<file path="src/rtl/swsc_defines.svh">
// constants of the stop-wake stabilisation and clock select block
`ifndef SWSC_DEFINES_SVH
`define SWSC_DEFINES_SVH

// register indexes; byte address is four times the index
`define SWSC_ADDR_W         22
`define SWSC_IDX_W          20
`define SWSC_IDX_STAB_STAT  20'hFFFA2
`define SWSC_IDX_STAB_SEL   20'hFFFA3
`define SWSC_IDX_CLK_CTRL   20'hFFFA4

// reset values
`define SWSC_STAB_SEL_RST   3'h7
`define SWSC_CLK_CTRL_RST   8'h09

// clock control field positions
`define SWSC_CLS_BIT        7
`define SWSC_CSS_BIT        6
`define SWSC_MCS_BIT        5
`define SWSC_MCM_BIT        4
`define SWSC_SUB_DIVIDER_BIT       3
`define SWSC_MDIV_HI        2
`define SWSC_MDIV_LO        0
`define SWSC_MDIV_MAX       3'h5

// stabilisation wait exponents per select code
`define SWSC_CNT_W          19
`define SWSC_EXP0           5'h08
`define SWSC_EXP1           5'h09
`define SWSC_EXP2           5'h0A
`define SWSC_EXP3           5'h0B
`define SWSC_EXP4           5'h0D
`define SWSC_EXP5           5'h0F
`define SWSC_EXP6           5'h11
`define SWSC_EXP7           5'h12

// bus answers
`define SWSC_RESP_OKAY      2'h0
`define SWSC_RESP_SLVERR    2'h2

`endif

</file>
<file path="src/rtl/swsc_pkg.sv">
// types of the stop-wake stabilisation and clock select block
package swsc_pkg;
`include "swsc_defines.svh"

	typedef struct packed {
		logic stage1;
		logic stage2;
		logic last;
	} swsc_sync_state_type;

	typedef struct packed {
		logic                   run;
		logic [`SWSC_CNT_W-1:0] cnt;
		logic [7:0]             status;
	} swsc_cnt_state_type;

	typedef struct packed {
		logic                   awRdy;
		logic                   wRdy;
		logic                   haveAw;
		logic                   haveW;
		logic [`SWSC_IDX_W-1:0] awIdx;
		logic [7:0]             wByte;
		logic                   wLane0;
		logic                   bValid;
		logic [1:0]             bResp;
		logic                   arRdy;
		logic                   rValid;
		logic [1:0]             rResp;
		logic [31:0]            rData;
		logic [2:0]             stabSel;
		logic                   subclock_select;
		logic                   mcm;
		logic                   sub_divider;
		logic [2:0]             mdiv;
		logic                   oscStopLast;
		logic                   cpuHold;
	} swsc_top_state_type;
endpackage

</file>
<file path="src/rtl/swsc_sync.sv">
// two-flop synchroniser with rising edge detect for the crystal pin
`timescale 1ns/10ps
module swsc_sync (
	// clock and reset
	input  wire logic core_clk,
	input  wire logic srst,
	// asynchronous pin
	input  wire logic pinIn,
	// one-cycle pulse on each rising edge seen
	output logic      rise
);
	import swsc_pkg::*;

	swsc_sync_state_type stateQ;
	swsc_sync_state_type stateD;

	always_comb begin
		stateD        = stateQ;
		stateD.stage1 = pinIn;
		stateD.stage2 = stateQ.stage1;
		// edge taken after the second flop only
		stateD.last   = stateQ.stage2;
	end

	always_ff @(posedge core_clk) begin
		if (srst) begin
			stateQ <= '0;
		end else begin
			stateQ <= stateD;
		end
	end

	assign rise = stateQ.stage2 & ~stateQ.last;
endmodule

</file>
<file path="src/rtl/swsc_stab_counter.sv">
// crystal stabilisation counter with sticky threshold status
`timescale 1ns/10ps
`include "swsc_defines.svh"
module swsc_stab_counter (
	// clock and reset
	input  wire logic       core_clk,
	input  wire logic       srst,
	// control
	input  wire logic       clear,
	input  wire logic       start,
	input  wire logic       xtalTick,
	input  wire logic [2:0] stabSel,
	// state
	output logic [7:0]      status,
	output logic            done
);
	import swsc_pkg::*;

	swsc_cnt_state_type stateQ;
	swsc_cnt_state_type stateD;

	function automatic logic [`SWSC_CNT_W-1:0] limitOf(
		input logic [2:0] code
	);
		logic [4:0] expo;
		unique case (code)
			3'h0: expo = `SWSC_EXP0;
			3'h1: expo = `SWSC_EXP1;
			3'h2: expo = `SWSC_EXP2;
			3'h3: expo = `SWSC_EXP3;
			3'h4: expo = `SWSC_EXP4;
			3'h5: expo = `SWSC_EXP5;
			3'h6: expo = `SWSC_EXP6;
			3'h7: expo = `SWSC_EXP7;
		endcase
		limitOf = `SWSC_CNT_W'(1) << expo;
	endfunction

	always_comb begin
		logic [`SWSC_CNT_W-1:0] nextCnt;
		nextCnt = stateQ.cnt + `SWSC_CNT_W'(1);
		stateD  = stateQ;
		if (clear) begin
			stateD = '0;
		end else if (start) begin
			stateD.cnt    = '0;
			stateD.status = '0;
			stateD.run    = 1'b1;
		end else if (stateQ.run && xtalTick) begin
			// only real crystal edges advance the count
			stateD.cnt = nextCnt;
			for (int i = 0; i < 8; i++) begin
				if (3'(i) <= stabSel && nextCnt >= limitOf(3'(i))) begin
					stateD.status[7-i] = 1'b1;
				end
			end
			if (nextCnt >= limitOf(stabSel)) begin
				stateD.run = 1'b0;
			end
		end
	end

	always_ff @(posedge core_clk) begin
		if (srst) begin
			stateQ <= '0;
		end else begin
			stateQ <= stateD;
		end
	end

	assign status = stateQ.status;
	assign done   = stateQ.status[3'h7 - stabSel];
endmodule

</file>
<file path="src/rtl/swsc_clock_ctrl.sv">
// stop-wake stabilisation select and system clock control, AXI4-Lite
// How it works
// - select code 0..7 waits 2^8,9,10,11,13,15,17,18 crystal periods
// - crystal-clocked CPU is held after stop release until wait ends
// - select register takes whole-byte writes only, resets to 07H
// - counter stops at selected wait, no status beyond it
// - wait counted only from real crystal oscillation edges
// - clock control resets to 09H, internal clock halved, byte writes
// - bits 7 and 5 of clock control are read-only status
// - bit 7 reads 1 when subsystem clock feeds CPU, else 0
// - bit 5 reads 1 when high-speed system clock is main source
// - main divider codes 0..5 divide main source by 1 to 32
// - with subclock select set, sub divider picks sub clock or half
// - new selection reaches CPU and peripherals in the same cycle
// - status bits set one by one from lowest threshold, stay set
// - status clears on reset, stop entry and oscillator stop
// - counting starts at oscillation start and at stop release
`timescale 1ns/10ps
`include "swsc_defines.svh"
module swsc_clock_ctrl (
	// clock and reset
	input  wire logic                     core_clk,
	input  wire logic                     srst,
	// AXI4-Lite write address and data
	input  wire logic [`SWSC_ADDR_W-1:0]  s_axi_awaddr,
	input  wire logic                     s_axi_awvalid,
	output logic                          s_axi_awready,
	input  wire logic [31:0]              s_axi_wdata,
	input  wire logic [3:0]               s_axi_wstrb,
	input  wire logic                     s_axi_wvalid,
	output logic                          s_axi_wready,
	// AXI4-Lite write response
	output logic [1:0]                    s_axi_bresp,
	output logic                          s_axi_bvalid,
	input  wire logic                     s_axi_bready,
	// AXI4-Lite read
	input  wire logic [`SWSC_ADDR_W-1:0]  s_axi_araddr,
	input  wire logic                     s_axi_arvalid,
	output logic                          s_axi_arready,
	output logic [31:0]                   s_axi_rdata,
	output logic [1:0]                    s_axi_rresp,
	output logic                          s_axi_rvalid,
	input  wire logic                     s_axi_rready,
	// power mode events from the core, same clock
	input  wire logic                     stopEnter,
	input  wire logic                     stopRelease,
	input  wire logic                     hsOscStop,
	// crystal pin, asynchronous
	input  wire logic                     mainCrystal,
	// CPU hold after stop release
	output logic                          cpuHold,
	// applied clock selection to CPU and peripherals
	output logic                          fclkSubSelect,
	output logic                          fclkMainXtal,
	output logic                          fclkSubHalf,
	output logic [2:0]                    fclkMainDiv
);
	import swsc_pkg::*;

	swsc_top_state_type stateQ;
	swsc_top_state_type stateD;

	logic       xtalTick;
	logic [7:0] stabStatus;
	logic       stabDone;
	logic       cntClear;
	logic       cntStart;

	swsc_sync u_xtal_sync (
		.core_clk (core_clk),
		.srst     (srst),
		.pinIn    (mainCrystal),
		.rise     (xtalTick)
	);

	swsc_stab_counter u_stab_counter (
		.core_clk (core_clk),
		.srst     (srst),
		.clear    (cntClear),
		.start    (cntStart),
		.xtalTick (xtalTick),
		.stabSel  (stateQ.stabSel),
		.status   (stabStatus),
		.done     (stabDone)
	);

	// stop entry and a stopped oscillator both wipe the status
	assign cntClear = stopEnter | hsOscStop;
	// oscillator restart or stop release begins a new count
	assign cntStart = stopRelease |
		(stateQ.oscStopLast & ~hsOscStop);

	function automatic logic [7:0] ctrlByte(
		input swsc_top_state_type s
	);
		ctrlByte                  = '0;
		ctrlByte[`SWSC_CLS_BIT]   = s.subclock_select;
		ctrlByte[`SWSC_CSS_BIT]   = s.subclock_select;
		ctrlByte[`SWSC_MCS_BIT]   = s.mcm;
		ctrlByte[`SWSC_MCM_BIT]   = s.mcm;
		ctrlByte[`SWSC_SUB_DIVIDER_BIT]  = s.sub_divider;
		ctrlByte[`SWSC_MDIV_HI:`SWSC_MDIV_LO] = s.mdiv;
	endfunction

	always_comb begin
		logic [`SWSC_IDX_W-1:0] rdIdx;
		logic [7:0]             wb;
		rdIdx  = s_axi_araddr[`SWSC_ADDR_W-1:2];
		wb     = '0;
		stateD = stateQ;
		stateD.oscStopLast = hsOscStop;

		// write channel: address and data taken in either order
		if (s_axi_awvalid && stateQ.awRdy) begin
			stateD.haveAw = 1'b1;
			stateD.awIdx  = s_axi_awaddr[`SWSC_ADDR_W-1:2];
		end
		if (s_axi_wvalid && stateQ.wRdy) begin
			stateD.haveW  = 1'b1;
			stateD.wByte  = s_axi_wdata[7:0];
			stateD.wLane0 = s_axi_wstrb[0];
		end
		if (stateQ.bValid && s_axi_bready) begin
			stateD.bValid = 1'b0;
		end
		if (stateD.haveAw && stateD.haveW && !stateD.bValid) begin
			stateD.haveAw = 1'b0;
			stateD.haveW  = 1'b0;
			stateD.bValid = 1'b1;
			stateD.bResp  = `SWSC_RESP_OKAY;
			wb            = stateD.wByte;
			unique case (stateD.awIdx)
				`SWSC_IDX_STAB_SEL: begin
					// partial lanes do not reach this byte
					if (stateD.wLane0) begin
						stateD.stabSel = wb[2:0];
					end
				end
				`SWSC_IDX_CLK_CTRL: begin
					// status bits 7 and 5 are not stored from the bus
					if (stateD.wLane0 && (wb[`SWSC_CSS_BIT] ||
						wb[`SWSC_MDIV_HI:`SWSC_MDIV_LO] <=
						`SWSC_MDIV_MAX)) begin
						stateD.subclock_select  = wb[`SWSC_CSS_BIT];
						stateD.mcm  = wb[`SWSC_MCM_BIT];
						stateD.sub_divider = wb[`SWSC_SUB_DIVIDER_BIT];
						stateD.mdiv =
							wb[`SWSC_MDIV_HI:`SWSC_MDIV_LO];
					end
				end
				`SWSC_IDX_STAB_STAT: begin
					// read-only, write accepted and dropped
				end
				default: begin
					stateD.bResp = `SWSC_RESP_SLVERR;
				end
			endcase
		end
		stateD.awRdy = !stateD.haveAw && !stateD.bValid;
		stateD.wRdy  = !stateD.haveW && !stateD.bValid;

		// read channel
		if (stateQ.rValid && s_axi_rready) begin
			stateD.rValid = 1'b0;
		end
		if (s_axi_arvalid && stateQ.arRdy) begin
			stateD.rValid = 1'b1;
			stateD.rResp  = `SWSC_RESP_OKAY;
			stateD.rData  = '0;
			unique case (rdIdx)
				`SWSC_IDX_STAB_STAT:
					stateD.rData[7:0] = stabStatus;
				`SWSC_IDX_STAB_SEL:
					stateD.rData[2:0] = stateQ.stabSel;
				`SWSC_IDX_CLK_CTRL:
					stateD.rData[7:0] = ctrlByte(stateQ);
				default:
					stateD.rResp = `SWSC_RESP_SLVERR;
			endcase
		end
		stateD.arRdy = !stateD.rValid;

		// hold CPU on the crystal until the selected wait has run
		if (stopRelease && !stateQ.subclock_select && stateQ.mcm) begin
			stateD.cpuHold = 1'b1;
		end else if (stabDone && !cntStart) begin
			stateD.cpuHold = 1'b0;
		end
	end

	always_ff @(posedge core_clk) begin
		if (srst) begin
			stateQ         <= '0;
			stateQ.stabSel <= `SWSC_STAB_SEL_RST;
			stateQ.subclock_select     <= 1'(`SWSC_CLK_CTRL_RST >> `SWSC_CSS_BIT);
			stateQ.mcm     <= 1'(`SWSC_CLK_CTRL_RST >> `SWSC_MCM_BIT);
			stateQ.sub_divider    <= 1'(`SWSC_CLK_CTRL_RST >> `SWSC_SUB_DIVIDER_BIT);
			// oscillator counts as stopped, so its first start counts
			stateQ.oscStopLast <= 1'b1;
			stateQ.mdiv    <= 3'(`SWSC_CLK_CTRL_RST);
		end else begin
			stateQ <= stateD;
		end
	end

	assign s_axi_awready = stateQ.awRdy;
	assign s_axi_wready  = stateQ.wRdy;
	assign s_axi_bvalid  = stateQ.bValid;
	assign s_axi_bresp   = stateQ.bResp;
	assign s_axi_arready = stateQ.arRdy;
	assign s_axi_rvalid  = stateQ.rValid;
	assign s_axi_rresp   = stateQ.rResp;
	assign s_axi_rdata   = stateQ.rData;
	assign cpuHold       = stateQ.cpuHold;
	// one register feeds all selection outputs so they switch together
	assign fclkSubSelect = stateQ.subclock_select;
	assign fclkMainXtal  = stateQ.mcm;
	assign fclkSubHalf   = stateQ.sub_divider;
	assign fclkMainDiv   = stateQ.mdiv;
endmodule

</file>
<file path="config.mk">
export PLATFORM = sky130hd
export DESIGN_NAME = swsc_clock_ctrl
export DESIGN_NICKNAME = d
export VERILOG_FILES = /design/src/rtl/swsc_pkg.sv /design/src/rtl/swsc_sync.sv /design/src/rtl/swsc_stab_counter.sv /design/src/rtl/swsc_clock_ctrl.sv
export VERILOG_INCLUDE_DIRS = /design/src /design/src/rtl
export SDC_FILE = /design/constraint.sdc
export NUM_CORES = 1
export LEC_CHECK = 0
export BUFFER_PORTS_ARGS = -buffer_cell sky130_fd_sc_hd__buf_2
export CORE_MARGIN = 2
export CORE_UTILIZATION = 45
export CTS_CLUSTER_DIAMETER = 80
export DETAILED_ROUTE_END_ITERATION = 8
export PLACE_DENSITY = 0.68
export SETUP_SLACK_MARGIN = 0.02
export SLEW_MARGIN = 25
export SYNTH_ARGS = -nofsm -noshare
export SYNTH_HDL_FRONTEND = slang
export SYNTH_HIERARCHICAL = 1
export SYNTH_SLANG_ARGS = --single-unit
</file>
<file path="constraint.sdc">
create_clock -name core_clk -period 6.6 [get_ports core_clk]
set_clock_uncertainty 0.2 [all_clocks]
set_input_delay 0.66 -clock core_clk [delete_from_list [all_inputs] [get_ports core_clk]]
set_output_delay 0.66 -clock core_clk [all_outputs]
set_load 0.01 [all_outputs]
</file>
==> results.yml <==
outcome:
  status: "complete, no violations"
clock_network:
  cts_made_buffers: 9
  cts_buffer_depth: 2
  cts_root_buffer: "clkbuf_16"
  h-tree-depth: 3
  postCtsSetupBuffers: 0
  clkLatencyLatePin_ns: 0.35
  clk_pin_slew_worst_paths_ns: 0.06
  cts_tree: "yes"
  cts_sinks: 86
  cts_resized: 0
  cts-hold-fix-buffers: 0
synthesis:
  syn_avg_cell_area_um2: 8.37
  synth_simple_gate_area_share_pct: 28.2
  synthMuxAreaShare_pct: 3.63
  synth_top_area_share_pct: 33.7
  yosys.area.top_type: "dfxtp_1"
  synth_ff_type: "dfxtp_1"
  ys_seq_area_share_pct: 33.7
  synth.distinct_cells: 68
  synth_seq_cells: 86
  synth_area_um2: 5100
  synthTopCellsByArea: "dfxtp_1 34%, buf_4 7.6%, nand2_1 6.0%"
  synthArstFlopShare_pct: 0
  synth_edf_count: 0
  synthAdderAreaFrac_pct: 4.90
  yosys_warnings: 6
  synth_compound_area_share_pct: 12.4
  synth_top_family_by_area: "simple AND/OR/NAND/NOR gates"
  syn_inst: 610
  synthXorXnorAreaFrac_pct: 5.83
worst_setup_path:
  worstSetupStartpointType: "register"
  critical_path.endpoint_type: "register"
  cp_max_fo: 8
  worstPathArrival_ns: 3.28
  cp.required_ns: 6.67
  critPathKind: "register to register"
floorplan:
  io_pins: 139
  coreArea_um2: 10900
  num_rows: 38
  start_util_pct: 46.7
  die-area_um2: 12200
  fp.dieW_um: 111
  die_h_um: 111
finish:
  drive_gt1_share_pct: 19.6
  fin_nets: 765
  fin_util_pct: 51.1
  fillers: 1031
  multi_input_area_um2: 2940
  area_growth_pct: 9.41
  regArea_um2: 1720
  antenna_cells: 0
pwr:
  p_clk_share_pct: 43.6
  leakagePower_nw: 2.32
  p_sw_share_pct: 25.3
  max-vdd-ir-drop_mv: 0.149
  p_comb_share_pct: 8.6
  p_per_area_nw_per_um2: 204
  power.net_switching_uw: 288
  finalPower_mw: 1.14
  p_seq_share_pct: 47.7
  p_int_uw: 852
sta:
  fin_ws_ns: 3.39
  fin_crit_ns: 3.21
  worst_slew_pin_slew_ns: 0.996
  rsz0062_at_grt: "no"
  finalMaxSlewViolations: 0
  clock.fmax_ghz: 0.311
  setup_violations: 0
  tns_ns: 0
  final-hold-violation-count: 0
  min_period_over_period_pct: 48.7
  slew_headroom_pct: 33.6
detailed_routing:
  wl_per_cell_um: 13.9
  drt_pre_antenna_iters: 4
  wirelength_um: 11100
  drc_errors: 0
  drtIter0Drc: 319
  ant_nets: 0
  dr_wl_met2_um: 5460
  dr_total_vias: 4191
  top_layer_used: "met4"
  post_drt_via_cell_ratio: 5.25
  met1_length_um: 4960
  routed-wl-met3_um: 542
worst_hold_path:
  hold_class: "register to register"
grt:
  gr-total-overflow: 0
  grt_usage_pct: 18.0
  grt_pass1_vias: 3952
  grt_first_pass_wirelength_um: 18500
  antenna_found_initial: 0
  grt_max_degree: 67
placement:
  gp_congestion: 0.805
  dp_slack_ns: 3.40
  portBuffers: 79
  hpwlAfterDp_um: 8080
run:
  maxCapViolCount: 0
[power groups by stage]
stage          clock network [mW]  registers [mW]  logic (mW)
2_1_floorplan                   0           0.555      0.0772
3_3_place_gp                    0           0.555      0.0949
3_5_place_dp                    0           0.556      0.0972
4_1_cts                     0.508           0.545      0.0978
5_1_grt                     0.531           0.546       0.111
6_report                    0.498           0.544      0.0983
[cells in the mapped netlist, types with 13 or more instances]
master,n
ha_1,20
a21oi_1,39
nor3_1,19
o21ai_0,14
nand2_1,81
clkbuf_1,21
xor2_1,16
mux2i_1,14
dfxtp_1,86
buf_4,52
inv_1,13
nand3_1,14
nor2b_1,14
xnor2_1,18
nor2_1,56
[kinds of logic (layout without fill, tap and decap cells)]
family,Yosys count,after routing
DFF,86,86
other,3,37
adders and majority gates,20,20
buffers and inverters,94,109
and+or+nand+nor,257,257
xor gates and xnor gates,34,34
AOI/OAI and AO/OA,98,98
muxes,18,18
[sequential cells by signal (all words and copies together) (netlist names), 2 cells and up]
name	cells
u_stab_counter/status	8
s_axi_rdata	8
fclkMainDiv	3
stateQ	33
u_xtal_sync/stateD	2
u_stab_counter/stateQ	20
[worst max-delay path, cell delays in order, from the launching register on]
cell,delay (ns)
dfxtp_1,0.48
ha_1,0.31
nand3_4,0.16
nor3_4,0.38
nand3_1,0.15
xnor2_1,0.18
ha_1,0.20
or4b_2,0.61
a21oi_1,0.17
o2111ai_1,0.13
o21ai_0,0.16
[placed cells by master, fill, tap and decap left out, drive strengths merged, types with 6 or more instances in the layout]
master / instances
ha: 20
o21ai: 14
nand3: 17
inv: 14
a31oi: 7
nor4: 10
conb: 37
mux2i: 14
nor3: 22
or3: 6
buf: 80
a21oi: 39
nor2: 57
xnor2: 18
nand4: 14
a211oi: 9
dfxtp: 86
nand2: 81
clkbuf: 11
a21o: 6
nor2b: 15
xor2: 16
[worst paths after layout]
check	to	cells after the start	startpoint	slack [ns]
worst max-delay path	u_stab_counter/stateQ[27]	10	u_stab_counter/stateQ[8]	3.39
worst min-delay path	u_xtal_sync/stateD[0]	1	u_xtal_sync/stateD[1]	0.25
worst max register to register	u_stab_counter/stateQ[27]	10	u_stab_counter/stateQ[8]	3.39
worst min register to register	u_xtal_sync/stateD[0]	1	u_xtal_sync/stateD[1]	0.25
[layer usage]
metal | vias up | global-route usage (%)
li1 | 2115 | -
met3 | 13 | 3.62
met4 | 0 | 7.33
met2 | 98 | 31.3
met5 | - | 0
met1 | 1965 | 21.7
[area by class of cell]
| cell class | count | area share (%) |
|---|---|---|
| sequential | 86 | 30.8 |
| tap | 140 | 3.14 |
| multi-input combinational | 464 | 52.7 |
| timing repair buffer | 80 | 7.21 |
| inverter | 13 | 0.874 |
| clock inverter | 5 | 0.762 |
| clock buffer | 11 | 4.53 |
[per-stage QoR]
stage                     std cells  hold WS [ns]  cell area, um2
after global placement          783         0.219            5290
after global routing            799         0.271            5590
after detailed placement        783         0.234            5290
after CTS                       799         0.248            5590
after floorplan                 644         0.214            5230
final                           799         0.246            5590
No activity file was read; power rests on OpenSTA's default activity.
